File: config.mk
export PLATFORM = sky130hd
export DESIGN_NAME = tmr_timer0
export DESIGN_NICKNAME = d
export VERILOG_FILES = /design/src/rtl/tmr_pkg.sv /design/src/rtl/tmr_timer0.sv
export SDC_FILE = /design/constraint.sdc
export NUM_CORES = 1
export LEC_CHECK = 0
export BUFFER_PORTS_ARGS = -buffer_cell sky130_fd_sc_hd__buf_2
export CORE_MARGIN = 10
export CORE_UTILIZATION = 50
export DETAILED_ROUTE_END_ITERATION = 7
export GPL_TIMING_DRIVEN = 1
export PLACE_DENSITY = 0.7
export RECOVER_POWER = 100
export SKIP_CTS_REPAIR_TIMING = 1
export SLEW_MARGIN = 15
export SYNTH_ARGS = -nofsm -noshare
export SYNTH_HDL_FRONTEND = slang
export SYNTH_SLANG_ARGS = --single-unit
File: constraint.sdc
create_clock -name clk_i -period 2.5 [get_ports clk_i]
set_clock_uncertainty 0.1 [all_clocks]
set_input_delay 0.5 -clock clk_i [delete_from_list [all_inputs] [get_ports clk_i]]
set_output_delay 0.5 -clock clk_i [all_outputs]
set_load 0.005 [all_outputs]
File: src/rtl/tmr_pkg.sv
// Package for the timer0 block with its shared prescaler.
// Assumes one 100 MHz clock, one oscillator period per clock cycle.
package tmr_pkg;

    // ------------------------------------------------------------
    // Register offsets
    // ------------------------------------------------------------
    localparam logic [7:0] TMR_OFS_COUNT  = 8'h01;
    localparam logic [7:0] TMR_OFS_INTCTL = 8'h0b;
    localparam logic [7:0] TMR_OFS_OPTION = 8'h81;
    localparam logic [7:0] TMR_OFS_DIR    = 8'h85;

    // ------------------------------------------------------------
    // Reset values
    // ------------------------------------------------------------
    localparam logic [7:0] TMR_RST_COUNT  = 8'h00;
    localparam logic [7:0] TMR_RST_INTCTL = 8'h00;
    localparam logic [7:0] TMR_RST_OPTION = 8'hff;
    localparam logic [5:0] TMR_RST_DIR    = 6'h3f;

    // ------------------------------------------------------------
    // Field positions
    // ------------------------------------------------------------
    localparam int TMR_BIT_CLK_SRC    = 5;
    localparam int TMR_BIT_EDGE       = 4;
    localparam int TMR_BIT_ASSIGN     = 3;
    localparam int TMR_BIT_RATIO_LO   = 0;
    localparam int TMR_BIT_OVF_EN     = 5;
    localparam int TMR_BIT_OVF_FLAG   = 2;
    localparam int TMR_BIT_DIR_INONLY = 3;

    // ------------------------------------------------------------
    // Timing
    // ------------------------------------------------------------
    localparam int TMR_CLK_PERIOD_NS = 10;
    localparam int TMR_TOSC_NS       = 10;
    localparam int TMR_TOSC_CYCLES   = (TMR_TOSC_NS + TMR_CLK_PERIOD_NS - 1) / TMR_CLK_PERIOD_NS;
    localparam int TMR_Q_PHASES      = 4;
    localparam logic [1:0] TMR_WR_INHIBIT = 2'h2;
    localparam logic [1:0] TMR_PH_Q2      = 2'h1;
    localparam logic [1:0] TMR_PH_Q4      = 2'h3;

    // ------------------------------------------------------------
    // Register bus request
    // ------------------------------------------------------------
    typedef struct packed {
        logic [7:0] addr;
        logic [7:0] wdata;
        logic       wr;
        logic       rd;
    } tmr_bus_req_t;

endpackage : tmr_pkg

File: src/rtl/tmr_timer0.sv
// Timer0 block: 8-bit timer/counter with a prescaler shared with the watchdog.
// Assumes a plain register port, a watchdog core outside giving timeout ticks,
// and a CPU outside that signals sleep and the watchdog clear instruction.
//
// Decided for this implementation: the address-and-strobe port.
module tmr_timer0 (
    input  wire logic                 clk_i,
    input  wire logic                 rst_n_i,
    input  wire tmr_pkg::tmr_bus_req_t bus_i,
    output logic [7:0]                rdata_o,
    input  wire logic                 counter_input_pin_i,
    input  wire logic                 sleep_i,
    input  wire logic                 watchdog_tick_i,
    input  wire logic                 watchdog_clear_instr_i,
    output logic                      watchdog_timeout_o,
    output logic                      overflow_irq_o,
    output logic [5:0]                port_direction_o
);
    import tmr_pkg::*;

    // ------------------------------------------------------------
    // State
    // ------------------------------------------------------------
    logic [1:0] phase;
    logic [7:0] timer0_count;
    logic [7:0] option_config;
    logic       overflow_flag;
    logic       overflow_irq_enable;
    logic [7:0] intctl_other;
    logic [5:0] port_direction;
    logic [7:0] prescaler;
    logic [1:0] inhibit;
    logic       pin_s1;
    logic       pin_s2;
    logic       pin_s3;
    logic       pin_filt;
    logic       lvl_prev;
    logic       sampled;

    // ------------------------------------------------------------
    // Decode
    // ------------------------------------------------------------
    wire        sel_count  = bus_i.addr == TMR_OFS_COUNT;
    wire        sel_intctl = bus_i.addr == TMR_OFS_INTCTL;
    wire        sel_option = bus_i.addr == TMR_OFS_OPTION;
    wire        sel_dir    = bus_i.addr == TMR_OFS_DIR;
    wire        wr_count   = bus_i.wr & sel_count;
    wire        wr_intctl  = bus_i.wr & sel_intctl;
    wire        wr_option  = bus_i.wr & sel_option;
    wire        wr_dir     = bus_i.wr & sel_dir;

    wire        clock_source_select = option_config[TMR_BIT_CLK_SRC];
    wire        edge_select         = option_config[TMR_BIT_EDGE];
    wire        prescaler_assign    = option_config[TMR_BIT_ASSIGN];
    wire [2:0]  prescale_ratio      = option_config[TMR_BIT_RATIO_LO +: 3];

    wire        q2_en = phase == TMR_PH_Q2;
    wire        q4_en = phase == TMR_PH_Q4;

    // ------------------------------------------------------------
    // Event sources
    // ------------------------------------------------------------
    wire        pin_agree = pin_s2 == pin_s3;
    wire        next_filt = pin_agree ? pin_s3 : pin_filt;
    wire        lvl       = pin_filt ^ edge_select;
    wire        pin_edge  = lvl & ~lvl_prev;
    wire        src_ev    = clock_source_select ? pin_edge : q4_en;
    wire        run       = ~sleep_i;

    wire        pre_to_tmr = ~prescaler_assign;
    wire        pre_ev     = prescaler_assign ? watchdog_tick_i
                                              : (src_ev & run);
    wire [7:0]  pre_inc    = prescaler + 8'h01;
    wire        pre_clr    = (wr_count & pre_to_tmr)
                           | (watchdog_clear_instr_i & prescaler_assign);
    wire        pre_out    = prescaler[prescale_ratio];

    wire [7:0]  wdt_mask   = ~(8'hff << prescale_ratio);
    wire        wdt_hit    = prescaler_assign & watchdog_tick_i
                           & ((prescaler & wdt_mask) == wdt_mask);

    // Sampling stage for prescaler output, or for the filtered, edge-adjusted input level
    wire        samp_in    = pre_to_tmr ? pre_out : lvl;
    wire        samp_en    = q2_en | q4_en;
    wire        samp_rise  = samp_en & samp_in & ~sampled;
    wire        direct     = prescaler_assign & ~clock_source_select;
    wire        tmr_ev     = direct ? q4_en : samp_rise;
    wire        tmr_inc    = tmr_ev & run & (inhibit == 2'h0)
                           & (pre_to_tmr | ~clock_source_select
                              | prescaler_assign);
    wire        wrap       = tmr_inc & (timer0_count == 8'hff);
    wire [7:0]  next_count = wr_count ? bus_i.wdata
                           : (tmr_inc ? timer0_count + 8'h01 : timer0_count);

    // Overflow flag: hardware set wins over a software clear
    wire        next_flag  = wrap
                           | (wr_intctl ? bus_i.wdata[TMR_BIT_OVF_FLAG]
                                        : overflow_flag);
    wire        next_en    = wr_intctl ? bus_i.wdata[TMR_BIT_OVF_EN]
                                       : overflow_irq_enable;
    wire [1:0]  next_inhibit = wr_count ? TMR_WR_INHIBIT
                             : ((q4_en && inhibit != 2'h0) ? inhibit - 2'h1
                                                          : inhibit);

    // ------------------------------------------------------------
    // Read mux
    // ------------------------------------------------------------
    wire [7:0]  intctl_rd  = {intctl_other[7:6], overflow_irq_enable,
                              intctl_other[4:3], overflow_flag,
                              intctl_other[1:0]};
    wire [7:0]  dir_rd     = {2'b00, port_direction[5:4], 1'b1,
                              port_direction[2:0]};
    wire [7:0]  next_rdata = sel_count  ? timer0_count
                           : sel_intctl ? intctl_rd
                           : sel_option ? option_config
                           : sel_dir    ? dir_rd
                           : 8'h00;

    // ------------------------------------------------------------
    // Phase clock: Q1 to Q4 of each instruction cycle
    // ------------------------------------------------------------
    always_ff @(posedge clk_i or negedge rst_n_i) begin
        if (!rst_n_i) begin
            phase <= 2'h0;
        end else begin
            phase <= phase + 2'h1;
        end
    end

    // ------------------------------------------------------------
    // Input synchroniser, first stage
    // ------------------------------------------------------------
    always_ff @(posedge clk_i or negedge rst_n_i) begin
        if (!rst_n_i) begin
            pin_s1 <= 1'b0;
        end else begin
            pin_s1 <= counter_input_pin_i;
        end
    end

    // ------------------------------------------------------------
    // Input synchroniser, second stage
    // ------------------------------------------------------------
    always_ff @(posedge clk_i or negedge rst_n_i) begin
        if (!rst_n_i) begin
            pin_s2 <= 1'b0;
        end else begin
            pin_s2 <= pin_s1;
        end
    end

    // ------------------------------------------------------------
    // Input synchroniser, third stage
    // ------------------------------------------------------------
    always_ff @(posedge clk_i or negedge rst_n_i) begin
        if (!rst_n_i) begin
            pin_s3 <= 1'b0;
        end else begin
            pin_s3 <= pin_s2;
        end
    end

    // ------------------------------------------------------------
    // Accepted input level
    // ------------------------------------------------------------
    always_ff @(posedge clk_i or negedge rst_n_i) begin
        if (!rst_n_i) begin
            pin_filt <= 1'b0;
        end else begin
            pin_filt <= next_filt;
        end
    end

    // ------------------------------------------------------------
    // Edge detector of the counting level
    // ------------------------------------------------------------
    // Starts at the idle level of the reset setup, so no false edge follows reset
    always_ff @(posedge clk_i or negedge rst_n_i) begin
        if (!rst_n_i) begin
            lvl_prev <= TMR_RST_OPTION[TMR_BIT_EDGE];
        end else begin
            lvl_prev <= lvl;
        end
    end

    // ------------------------------------------------------------
    // Q2 and Q4 sampling stage
    // ------------------------------------------------------------
    always_ff @(posedge clk_i or negedge rst_n_i) begin
        if (!rst_n_i) begin
            sampled <= TMR_RST_OPTION[TMR_BIT_EDGE];
        end else if (samp_en) begin
            sampled <= samp_in;
        end
    end

    // ------------------------------------------------------------
    // Shared prescaler
    // ------------------------------------------------------------
    always_ff @(posedge clk_i or negedge rst_n_i) begin
        if (!rst_n_i) begin
            prescaler <= 8'h00;
        end else if (pre_clr) begin
            prescaler <= 8'h00;
        end else if (pre_ev) begin
            prescaler <= pre_inc;
        end
    end

    // ------------------------------------------------------------
    // Watchdog postscaler output
    // ------------------------------------------------------------
    always_ff @(posedge clk_i or negedge rst_n_i) begin
        if (!rst_n_i) begin
            watchdog_timeout_o <= 1'b0;
        end else begin
            watchdog_timeout_o <= wdt_hit;
        end
    end

    // ------------------------------------------------------------
    // Counter
    // ------------------------------------------------------------
    always_ff @(posedge clk_i or negedge rst_n_i) begin
        if (!rst_n_i) begin
            timer0_count <= TMR_RST_COUNT;
        end else begin
            timer0_count <= next_count;
        end
    end

    // ------------------------------------------------------------
    // Increment inhibit after a counter write
    // ------------------------------------------------------------
    always_ff @(posedge clk_i or negedge rst_n_i) begin
        if (!rst_n_i) begin
            inhibit <= 2'h0;
        end else begin
            inhibit <= next_inhibit;
        end
    end

    // ------------------------------------------------------------
    // Overflow flag
    // ------------------------------------------------------------
    always_ff @(posedge clk_i or negedge rst_n_i) begin
        if (!rst_n_i) begin
            overflow_flag <= TMR_RST_INTCTL[TMR_BIT_OVF_FLAG];
        end else begin
            overflow_flag <= next_flag;
        end
    end

    // ------------------------------------------------------------
    // Overflow interrupt enable
    // ------------------------------------------------------------
    always_ff @(posedge clk_i or negedge rst_n_i) begin
        if (!rst_n_i) begin
            overflow_irq_enable <= TMR_RST_INTCTL[TMR_BIT_OVF_EN];
        end else begin
            overflow_irq_enable <= next_en;
        end
    end

    // ------------------------------------------------------------
    // Overflow interrupt request
    // ------------------------------------------------------------
    always_ff @(posedge clk_i or negedge rst_n_i) begin
        if (!rst_n_i) begin
            overflow_irq_o <= 1'b0;
        end else begin
            overflow_irq_o <= next_flag & next_en;
        end
    end

    // ------------------------------------------------------------
    // Other interrupt-control bits
    // ------------------------------------------------------------
    always_ff @(posedge clk_i or negedge rst_n_i) begin
        if (!rst_n_i) begin
            intctl_other <= TMR_RST_INTCTL;
        end else if (wr_intctl) begin
            intctl_other <= bus_i.wdata;
        end
    end

    // ------------------------------------------------------------
    // Option register
    // ------------------------------------------------------------
    always_ff @(posedge clk_i or negedge rst_n_i) begin
        if (!rst_n_i) begin
            option_config <= TMR_RST_OPTION;
        end else if (wr_option) begin
            option_config <= bus_i.wdata;
        end
    end

    // ------------------------------------------------------------
    // Port direction register
    // ------------------------------------------------------------
    always_ff @(posedge clk_i or negedge rst_n_i) begin
        if (!rst_n_i) begin
            port_direction <= TMR_RST_DIR;
        end else if (wr_dir) begin
            port_direction <= bus_i.wdata[5:0] | (6'h01 << TMR_BIT_DIR_INONLY);
        end
    end

    // ------------------------------------------------------------
    // Read data
    // ------------------------------------------------------------
    // Zero outside the read slot, so the data lines idle low
    always_ff @(posedge clk_i or negedge rst_n_i) begin
        if (!rst_n_i) begin
            rdata_o <= 8'h00;
        end else if (bus_i.rd) begin
            rdata_o <= next_rdata;
        end else begin
            rdata_o <= 8'h00;
        end
    end

    assign port_direction_o = port_direction;

endmodule : tmr_timer0

**Word-level counts from Yosys, hierarchy flattened**

Index checks and enable logic that the tools add are counted.

- Add/sub/neg operators: 4
- Order comparisons: 1
- Eq/ne operators: 9
- Shift-type cells: 1
- Mux-type cells: 19
- Bitwise operators: 31
- Reduce and logical (&&, ||, !) cells: 6

Operators by type and width:

| cell | number |
|---|---|
| 2-to-1 mux 8 bit | 8 |
| equality test 8 bit (second input constant) | 3 |
| bitwise AND 1 bit | 18 |
| adder 8 x 1 -> 8 bit (second input constant) | 2 |
| bitwise AND 8 bit | 1 |
| equality test 8 x 1 -> 1 bit (second input constant) | 1 |
| equality test 8 x 4 -> 1 bit (second input constant) | 1 |
| equality test 8 bit | 1 |
| NOT 8 bit | 1 |
| nonzero test 2 bit | 4 |
| left shift 8 x 3 -> 8 bit (first input constant) | 1 |
| 2-to-1 mux 1 bit | 7 |
| 2-to-1 mux 6 bit | 1 |
| NOT 1 bit | 5 |
| OR 1 bit | 5 |
| less-than comparator 3 x 4 -> 1 bit (second input constant) | 1 |
| 2-to-1 mux 2 bit | 2 |
| binary-select mux 1 bit (select 3 bit) | 1 |
| adder 2 x 1 -> 2 bit (second input constant) | 1 |
| equality test 2 x 1 -> 1 bit (second input constant) | 1 |
| equality test 2 bit (second input constant) | 1 |
| zero test 2 bit | 1 |
| subtractor 2 x 1 -> 2 bit (second input constant) | 1 |
| equality test 1 bit | 1 |
| 2 further kinds | 2 |

- Flip-flop bits (word level): 59
- Bits of input ports: 24
- Output and inout port bits: 16
- Word-level logic and storage cells: 89

**Depth between registers and ports, before layout**

Gate-level depths: netlist of the first run.

- Depth in word-level cells: 12
- Depth in mapped cells: 8
- Gate-level depth less buffers: 7

**Worst setup path before layout of the first run**

OpenSTA, ideal clock, no wires.

- Path type: input-to-reg
- Start: input bus_i[15] in the netlist's numbering
- End: register overflow_irq_o
- Setup time: 0.129 ns
- Data arrival time: 1.834 ns
- Required time: 2.271 ns
- Setup slack: 0.437 ns
- Stages: 5
- Buffers on the path: 0
- Cell sequence: or4b_1 > nor3_2 > nand3_2 > mux2_2 > a21boi_1

- Elaborated cells on any way between the ends: 6
- Those cells by class: eq/ne: 1; mux: 2; bitwise: 3

RTL lines:

| element | line | RTL |
|---|---|---|
| start, declared | tmr_timer0.sv:9 | `input wire tmr_pkg::tmr_bus_req_t bus_i,` |
| equality test 8 x 4 -> 1 bit | tmr_timer0.sv:44 | `wire sel_intctl = bus_i.addr == TMR_OFS_INTCTL;` |
| bitwise AND 1 bit | tmr_timer0.sv:48 | `wire wr_intctl = bus_i.wr & sel_intctl;` |
| 2-to-1 mux 1 bit | tmr_timer0.sv:99 | `wire next_en = wr_intctl ? bus_i.wdata[TMR_BIT_OVF_EN]` |
| via next_en | tmr_timer0.sv:99 |  |
| bitwise AND 1 bit | tmr_timer0.sv:272 | `overflow_irq_o <= next_flag & next_en;` |
| end signal, assigned | tmr_timer0.sv:272 |  |
| end, declared | tmr_timer0.sv:16 | `output logic overflow_irq_o,` |

The timed path passes the listed nets, and every way through them passes these cells.
A chain may end at the register's enable or synchronous reset.

**Worst setup path after layout of the first run**

- Start: register option_config[1]
- End: register overflow_irq_o

- Longest elaborated chain between the ends: 12

Ends and longest elaborated chain:

| element | line | RTL |
|---|---|---|
| start, declared | tmr_timer0.sv:26 | `logic [7:0] option_config;` |
| start signal, assigned | tmr_timer0.sv:294 | `option_config <= bus_i.wdata;` |
| binary-select mux 1 bit (select 3 bit) | tmr_timer0.sv:76 | `wire pre_out = prescaler[prescale_ratio];` |
| 2-to-1 mux 1 bit (not written as such) | tmr_timer0.sv:76 |  |
| 2-to-1 mux 1 bit | tmr_timer0.sv:83 | `wire samp_in = pre_to_tmr ? pre_out : lvl;` |
| bitwise AND 1 bit (2 in series) | tmr_timer0.sv:85 | `wire samp_rise = samp_en & samp_in & ~sampled;` |
| 2-to-1 mux 1 bit | tmr_timer0.sv:87 | `wire tmr_ev = direct ? q4_en : samp_rise;` |
| bitwise AND 1 bit (2 in series) | tmr_timer0.sv:88 | `wire tmr_inc = tmr_ev & run & (inhibit == 2'h0)` |
| bitwise AND 1 bit | tmr_timer0.sv:89 | `& (pre_to_tmr \| ~clock_source_select` |
| bitwise AND 1 bit | tmr_timer0.sv:91 | `wire wrap = tmr_inc & (timer0_count == 8'hff);` |
| OR 1 bit | tmr_timer0.sv:97 | `\| (wr_intctl ? bus_i.wdata[TMR_BIT_OVF_FLAG]` |
| bitwise AND 1 bit | tmr_timer0.sv:272 |  |

Every way passes these cells. The select of a mux whose other input is x is not followed.

==> impl_results.md, run 1 <==
* I/O pins at 40
* Fmax at ~430 MHz
* Worst slew margin at 0.198
* Post-synthesis compound-gate area fraction at 0.138
* Crit start category: register
* WP data required at 2.66 ns
* # setup viols final at 0
* Final total power at approximately 0.0025 W
* Crit path arrival time at 2.48 ns
* Die Area at around 0.0095 mm2
* Final Max Slew Viols at 0
* TritonCTS clock tree: built
* All-layer global routing usage at 0.153
* First-pass GRT wire length at between 10,000 and 15,000 um
* Synth Area in Adders at 0.0243
* DRC viols at 0
* Top post-synthesis cells by count: dfrtp_1 (42), nand2_1 (26), mux2_2 (21), nor2_1 (18), dfstp_2 (15)
* Seq. cell area at approximately 0.0014 mm2
* CTS root buffer: clkbuf_8
* CTS max path bufs at 2
* Die height at about 97 um
* Clock power frac at 0.326
* Worst-path clk slew at around 0.07 ns
* Cells along the critical path: mux2i_1, mux4_2, nor3_4, buf_4, o2111ai_2, a21boi_0
* Layout cells sized above 1 at 0.246
* Cell Area, Synth at between 0.002 and 0.003 mm2
* Synthesis-stage register bit count at 57
* First DRT Iteration DRCs at 187
* Gate Count Post-Synth at roughly 290
* Crit. End Element: register
* Fillers at a little over 500
* Num CTS Buffers at 9
* Vias per Instance at a little under 6
* Switching pwr at 0.000776 W
* Combinational family with the most area after synthesis: simple AND/OR/NAND/NOR gates
* Switching Fraction at 0.309
* RePlAce Congestion at between 0.8 and 0.9
* # H-tree levels at 3
* # diodes at 0
* Tmin final at 2.32 ns
* Area Overhead vs Synth at 14.1%
* Worst path slowest cell: dfstp_2
* Tcrit/Tclk final at 0.928
* Dpl hpwl at between 5000 and 6000 um
* Largest net degree at the start of global routing at 36
* Overflow after GRT at 0
* Leak at ~1.5 nW
* Footprint of the multi-input gates at between 0.001 and 0.0015 mm2
* # rows at 28
* P_int at 0.00174 W
* I/O Buffers at 38
* Most numerous cell in the Yosys netlist: dfrtp_1
* Cell taking the most area after synthesis: dfrtp_1
* Core ar. at ~0.0059 mm2
* Number of flops mapped to enable cells by yosys at 0
* PwrDens at 737 mW/mm2
* Post-route ant nets at 0
* R2R setup slack at roughly 0.18 ns
* Initial Utilization at 0.511
* Num Clock Sinks at 57
* Crit path max fanout at 9
* Final hold slack at between 0.15 and 0.2 ns
* Synth top area share at 0.352
* Synth cell types at between 50 and 60
* Total of max-cap violations at 0
* Syn. warnings at 0
* Xor and xnor area share after synthesis at 0.00879
* Post-Route WL at 6980 um
* CP Class: register to register
* Syn avg cell area at roughly 10 um2
* Max incr delay on CP at 0.64 ns
* Mux contribution to synthesized area at 0.124
* Initial antenna violation count at 0
* Number of global-route vias before repair at about 2,400
* Register share of total power at 0.486
* Worst-skew pair later-pin latency at between 0.3 and 0.4 ns
* Worst slew pin tran at about 1.2 ns
* Post-synthesis sequential area ratio at 0.484
* Most used flip-flop cell after synthesis: dfrtp_1
* VDD IR max at ~0.45 mV
* Pre-antenna DRT Iters at 4
* Post-Synth Simple-Gate Area at 0.183
* RSZ-0062 raised after global routing: false
* Ys async rst share at 1.00
* Die width at 97.3 um
* Via count at around 2,400
* Status: completed
* Combinational power share at 0.188
* Top cells by area, synth: dfrtp_1 (35%), dfstp_2 (13%), mux2_2 (7.9%)
* Final number of hold-violating endpoints at 0
* Post-Syn Nets at ~310
* Worst hold path type: input pin to register
* WL per Instance at between 15 and 20 um
* Final net count at 361
* Setup TNS at 0 ns
==> state kept, by name, indices dropped and copies added (netlist names) <==
name,cells
pin_s3,1
pin_s1,1
inhibit,2
overflow_irq_enable,1
rdata_o,8
intctl_other,6
sampled,1
overflow_flag,1
prescaler,8
watchdog_timeout_o,1
port_direction_o,5
lvl_prev,1
pin_s2,1
option_config,8
timer0_count,8
overflow_irq_o,1
phase,2
pin_filt,1
==> metal layers <==
metal,GRT usage,routed length (um),share of wire
met5,0,0,0
met4,0.0783,167,0.024
met3,0.0427,478,0.068
met2,0.233,3190,0.46
met1,0.193,3150,0.45
==> logic make-up after synthesis <==
logic type / Yosys count
flops: 57
buf+inv: 24
other cells: 1
fa+ha+maj: 6
simple gates: 101
xor+xnor: 3
compound gates: 60
mux: 33
==> power by group through the flow <==
stage	logic (W)	clock network [W]	registers (W)
floorplan	0.000358	0	0.00118
global placement	0.000456	0	0.00123
detailed placement	0.000471	0	0.00123
CTS	0.000485	0.000834	0.00122
global route	0.000544	0.000877	0.00124
finish	0.000471	0.000819	0.00122
==> critical path: cells and delay by family (launching register included) <==
family	cells	cell delay [ns]
flip-flops	1	0.64
AO/OA/AOI/OAI	2	0.29
buffers and inverters	1	0.23
multiplexers	2	0.65
AND/OR/NAND/NOR	1	0.33
==> layout by cell type (no fill, tap or decap), drive strengths merged, types with 11 or more instances in the layout <==
cell type	Yosys	layout
nor2	18	18
inv	13	13
buf	5	31
a21oi	11	11
mux2	21	21
nand3	14	14
dfstp	15	15
mux2i	11	11
dfrtp	42	42
nand2	26	26
clkbuf	6	28
o21ai	13	13
==> path summary, 6_finish.rpt <==
kind,from,end,depth (start not counted)
hold / removal,counter_input_pin_i,pin_s1$_DFF_PN0_,1
max in group asynchronous,rst_n_i,pin_filt$_DFFE_PN0N_,2
setup reg to reg,option_config[1]$_DFFE_PN1P_,overflow_irq_o$_DFF_PN0_,6
hold reg to reg,pin_s1$_DFF_PN0_,pin_s2$_DFF_PN0_,0
min in group asynchronous,rst_n_i,rdata_o[2]$_DFF_PN0_,1
setup / recovery,option_config[1]$_DFFE_PN1P_,overflow_irq_o$_DFF_PN0_,6
==> stage by stage <==
stage / area [um2] / util / std cells / setup WS, ns
3_3_place_gp: 3290 / 0.562 / 396 / 0.240
3_5_place_dp: 3290 / 0.562 / 396 / 0.196
4_1_cts: 3470 / 0.593 / 412 / 0.204
5_1_grt: 3410 / 0.583 / 412 / 0.0413
6_report: 3410 / 0.583 / 412 / 0.180
2_1_floorplan: 2990 / - / 285 / 0.437
==> layout make-up <==
class,count,share of cell area
well taps,75,0.0275
repair buffers,47,0.0683
inverters,13,0.0143
multi-input cells,204,0.413
clock inverters,4,0.0132
clock buffers,12,0.0396
flip-flops and latches,57,0.424
(Power assumes the default switching activity.)
==> inputs of run 2 (changes only) <==
- CORE_UTILIZATION: 50 -> 43
- PLACE_DENSITY: 0.7 -> 0.61
==> run 2 against run 1 <==
Against the previous run: sequential share of layout area fell by 0.39 points; first-iteration DRC count down 49%; power rose by 1.9%; utilization down 7.4 points.
==> impl_results.md, run 2 (synthesized netlist as in run 1, its figures left out) <==
* Status: completed
* Fmax at 441 MHz
* # H-tree levels at 3
* Initial antenna violation count at 0
* Die Area at between 0.01 and 0.015 mm2
* Cells along the critical path: xnor2_1, a2111oi_0, o21a_1, buf_4, o2111ai_2, a21boi_1
* PwrDens at ~740 mW/mm2
* Die height at ~100 um
* Via count at ~2,300
* Vias per Instance at between 5 and 6
* Worst-path clk slew at approximately 0.070 ns
* Total of max-cap violations at 0
* Worst slew margin at 0.178
* Final total power at 0.00256 W
* # diodes at 0
* # rows at 30
* VDD IR max at ~0.57 mV
* Crit. End Element: register
* Worst-skew pair later-pin latency at 0.34 ns
* Initial Utilization at 0.442
* Num CTS Buffers at 9
* TritonCTS clock tree: built
* CTS max path bufs at 2
* WP data required at 2.65 ns
* I/O Buffers at 38
* Dpl hpwl at ~5300 um
* Max incr delay on CP at a little over 0.6 ns
* Setup TNS at 0 ns
* Worst path top cell family by delay: compound AO/OA/AOI/OAI gates
* RePlAce Congestion at between 0.8 and 0.9
* Die width at just over 100 um
* First-pass GRT wire length at approximately 12,000 um
* Final number of hold-violating endpoints at 0
* Crit start category: register
* RSZ-0062 raised after global routing: false
* Worst slew pin tran at ~1.2 ns
* Final net count at 360
* Num Clock Sinks at 57
* Number of global-route vias before repair at approximately 2,300
* WL per Instance at ~17 um
* Overflow after GRT at 0
* Tcrit/Tclk final at 0.906
* Post-Route WL at 7130 um
* Post-route ant nets at 0
* # setup viols final at 0
* R2R setup slack at 0.23 ns
* Leak at around 1.5 nW
* All-layer global routing usage at 0.141
* Tmin final at ~2.3 ns
* Layout cells sized above 1 at 0.265
* Worst path slowest cell: dfstp_1
* Most frequent cells in the layout: dfrtp_1 (42), buf_2 (30), nand2_1 (26)
* Most common cell after layout, fill and taps aside: dfrtp_1
* Worst hold path type: input pin to register
* Layout Cells excl Fill at approximately 420
* First DRT Iteration DRCs at between 90 and 100
* DRC viols at 0
* WP buf/inv at 1
* Final Max Slew Viols at 0
* Cells after DPL at 400
* CTS root buffer: clkbuf_8
* CP Class: register to register
* Area Overhead vs Synth at 15.2%
* Largest net degree at the start of global routing at 36
* I/O pins at 40
* Crit path max fanout at 16
* Crit path arrival time at approximately 2.4 ns
* Pre-antenna DRT Iters at 4
* Core ar. at around 0.0068 mm2
[run 2: worst paths after layout]
kind | from | to | depth (start not counted)
worst min register to register | pin_s1$_DFF_PN0_ | pin_s2$_DFF_PN0_ | 0
worst max register to register | option_config[4]$_DFFE_PN1P_ | overflow_irq_o$_DFF_PN0_ | 6
worst max-delay path | option_config[4]$_DFFE_PN1P_ | overflow_irq_o$_DFF_PN0_ | 6
max in group asynchronous | rst_n_i | inhibit[0]$_DFFE_PN0P_ | 2
worst min-delay path | counter_input_pin_i | pin_s1$_DFF_PN0_ | 1
min in group asynchronous | rst_n_i | rdata_o[1]$_DFF_PN0_ | 1
[run 2: metrics by stage]
stage | instance area, um2 | setup WS (ns) | util | hold WS, ns
finish | 3440 | 0.234 | 0.509 | 0.166
floorplan | 2990 | 0.437 | - | 0.104
global placement | 3290 | 0.223 | 0.486 | 0.244
detailed placement | 3290 | 0.173 | 0.486 | 0.247
global route | 3440 | 0.0917 | 0.509 | 0.134
CTS | 3490 | 0.245 | 0.516 | 0.0424
[run 2: cell type report]
type | instances | area, um2
clock buffers | 10 | 138
clock inverters | 6 | 66.3
fillers | 650 | 3320
inverters | 13 | 48.8
multi-input cells | 204 | 1410
flip-flops and latches | 57 | 1450
well taps | 80 | 100
repair buffers | 46 | 230
[run 2: report_power, final]
part | switching (W) | internal (W)
Clock | 0.000392 | 0.000488
Sequential | 0.000151 | 0.00106
Combinational | 0.000252 | 0.000215
[run 2: metal layers]
metal / global-route usage / vias up / part of all wire / wire, um
li1: - / 1132 / - / -
met1: 0.180 / 1121 / 0.47 / 3380
met2: 0.218 / 66 / 0.45 / 3230
met3: 0.0472 / 10 / 0.060 / 430
met4: 0.0513 / 0 / 0.013 / 95
met5: 0 / - / 0 / 0
[run 2: worst register-to-register path, stage by stage (launching register included)]
cell	delay [ns]
dfstp_1	0.61
xnor2_1	0.14
a2111oi_0	0.61
o21a_1	0.18
buf_4	0.20
o2111ai_2	0.16
a21boi_1	0.18
==> inputs of run 3 (changes only) <==
- clock period: 2.5 -> 2.65 ns (I/O delays scaled with it)
==> run 3 against run 2 <==
Against the previous run: largest power group unchanged; non-clock buffer count up 1; sequential power down 5%; critical endpoint unchanged; register-to-register slack better by 0.05 ns; clock power fell by 9.4%; final area stayed put.
==> impl_results.md, run 3 (synthesized netlist as in run 1, its figures left out) <==
* Status: completed
* Final Max Slew Viols at 0
* Die height at roughly 100 um
* Crit path max fanout at 9
* Most common cell after layout, fill and taps aside: dfrtp_1
* Hold path startpoint: counter_input_pin_i
* DR WL met2 at between 3000 and 4000 um
* R2r endpoint: overflow_irq_o$_DFF_PN0_
* Crit path arrival time at 2.53 ns
* Fmax at 423 MHz
* DP Area at 0.00329 mm2
* Core ar. at 0.00676 mm2
* Vias per Instance at between 5 and 6
* Post-layout util at 0.509
* Overflow after GRT at 0
* VDD IR max at approximately 0.40 mV
* WL per Instance at between 15 and 20 um
* Area Overhead vs Synth at 15.2%
* Number of global-route vias before repair at 2,250
* Die width at between 100 and 150 um
* Pre-antenna DRT Iters at 4
* Crit. End Element: register
* CTS root buffer: clkbuf_8
* CP Class: register to register
* R2R depth at 6
* Initial antenna violation count at 0
* Hold EP: pin_s1$_DFF_PN0_
* TritonCTS clock tree: built
* Leak at between 1.5 and 2 nW
* Final number of hold-violating endpoints at 0
* Worst slew margin at 0.0396
* Dpl hpwl at between 5000 and 6000 um
* RSZ-0062 raised after global routing: false
* R2r startpoint: option_config[1]$_DFFE_PN1P_
* Post-route ant nets at 0
* Highest Signal Layer: met4
* DRT met1 WL at about 3300 um
* Tcrit/Tclk final at 0.893
* Worst slew pin tran at about 1.4 ns
* CTS max path bufs at 2
* Hold depth at 1
* # rows at 30
* All-layer global routing usage at 0.140
* Post-route cell area at 0.00344 mm2
* Setup TNS at 0 ns
* Layout cells sized above 1 at 0.273
* Most frequent cells in the layout: dfrtp_1 (42), buf_2 (30), nand2_1 (26)
* Setup slack after layout at about 0.28 ns
* Num CTS Buffers at 9
* # H-tree levels at 3
* I/O Buffers at 38
* Pre-CTS setup slack at ~0.3 ns
* Metal3 WL at roughly 490 um
* PwrDens at slightly below 700 mW/mm2
* Worst-path clk slew at 0.07 ns
* DRC viols at 0
* First DRT Iteration DRCs at about 130
* Max incr delay on CP at around 0.65 ns
* Num Clock Sinks at 57
* Worst path slowest cell: dfstp_2
* Crit start category: register
* Worst hold path type: input pin to register
* Initial Utilization at 0.442
* R2R setup slack at approximately 0.28 ns
* Tmin final at approximately 2.4 ns
* First-pass GRT wire length at approximately 11,000 um
* Largest net degree at the start of global routing at 32
* Final net count at about 360
* Worst-skew pair later-pin latency at ~0.35 ns
* Cells along the critical path: mux2i_1, mux4_2, nor3_4, buf_4, o2111ai_1, a21boi_1
* Post-Route WL at between 7000 and 8000 um
* RePlAce Congestion at approximately 0.78
* Die Area at roughly 0.011 mm2
* Total of max-cap violations at 0
* WP data required at roughly 2.8 ns
* Via count at approximately 2,300
* # diodes at 0
* # setup viols final at 0
* I/O pins at 40
==> run 3: where the power goes <==
group / switching [W] / internal [W] / leakage, nW
clock: 0.000345 / 0.000452 / 0.102
combinational: 0.000235 / 0.000204 / 0.754
sequential: 0.000149 / 0.00100 / 0.692
==> run 3: layout make-up <==
cell class                 count  area (um2)
clock buffer                  10         138
clock inverter                 6        57.6
fill                         635        3320
inverter                      13        48.8
multi-input combinational    204        1410
sequential                    57        1450
tap                           80         100
timing repair buffer          47         245
==> run 3: routing by layer <==
metal,GRT usage,vias up
li1,-,1129
met1,0.182,1129
met2,0.211,69
met3,0.0578,5
met4,0.0353,0
met5,0,-
==> run 3: worst max-delay path by stage <==
stage | from | end | slack (ns) | cells after the start
global route | option_config[4]$_DFFE_PN1P_ | timer0_count[0]$_DFFE_PN0P_ | 0.12 | 6
global placement | bus_i[15] | overflow_irq_o$_DFF_PN0_ | 0.35 | 6
floorplan | bus_i[15] | overflow_irq_o$_DFF_PN0_ | 0.56 | 5
finish | option_config[1]$_DFFE_PN1P_ | overflow_irq_o$_DFF_PN0_ | 0.28 | 6
detailed placement | bus_i[15] | overflow_irq_o$_DFF_PN0_ | 0.31 | 6
CTS | option_config[1]$_DFFE_PN1P_ | overflow_irq_o$_DFF_PN0_ | 0.32 | 6
==> run 3: worst max-delay path, delay by kind of cell, from the launching register on <==
kind | cells | cell delay (ns)
muxes | 2 | 0.66
DFF | 1 | 0.65
AOI/OAI and AO/OA | 2 | 0.35
and+or+nand+nor | 1 | 0.31
buffers and inverters | 1 | 0.22
==> run 3: through the flow <==
step / cells / power (W) / hold slack [ns]
floorplan: 285 / 0.00145 / 0.134
global placement: 401 / 0.00160 / 0.240
detailed placement: 401 / 0.00162 / 0.236
CTS: 417 / 0.00243 / 0.119
global route: 417 / 0.00255 / 0.180
finish: 417 / 0.00239 / 0.193
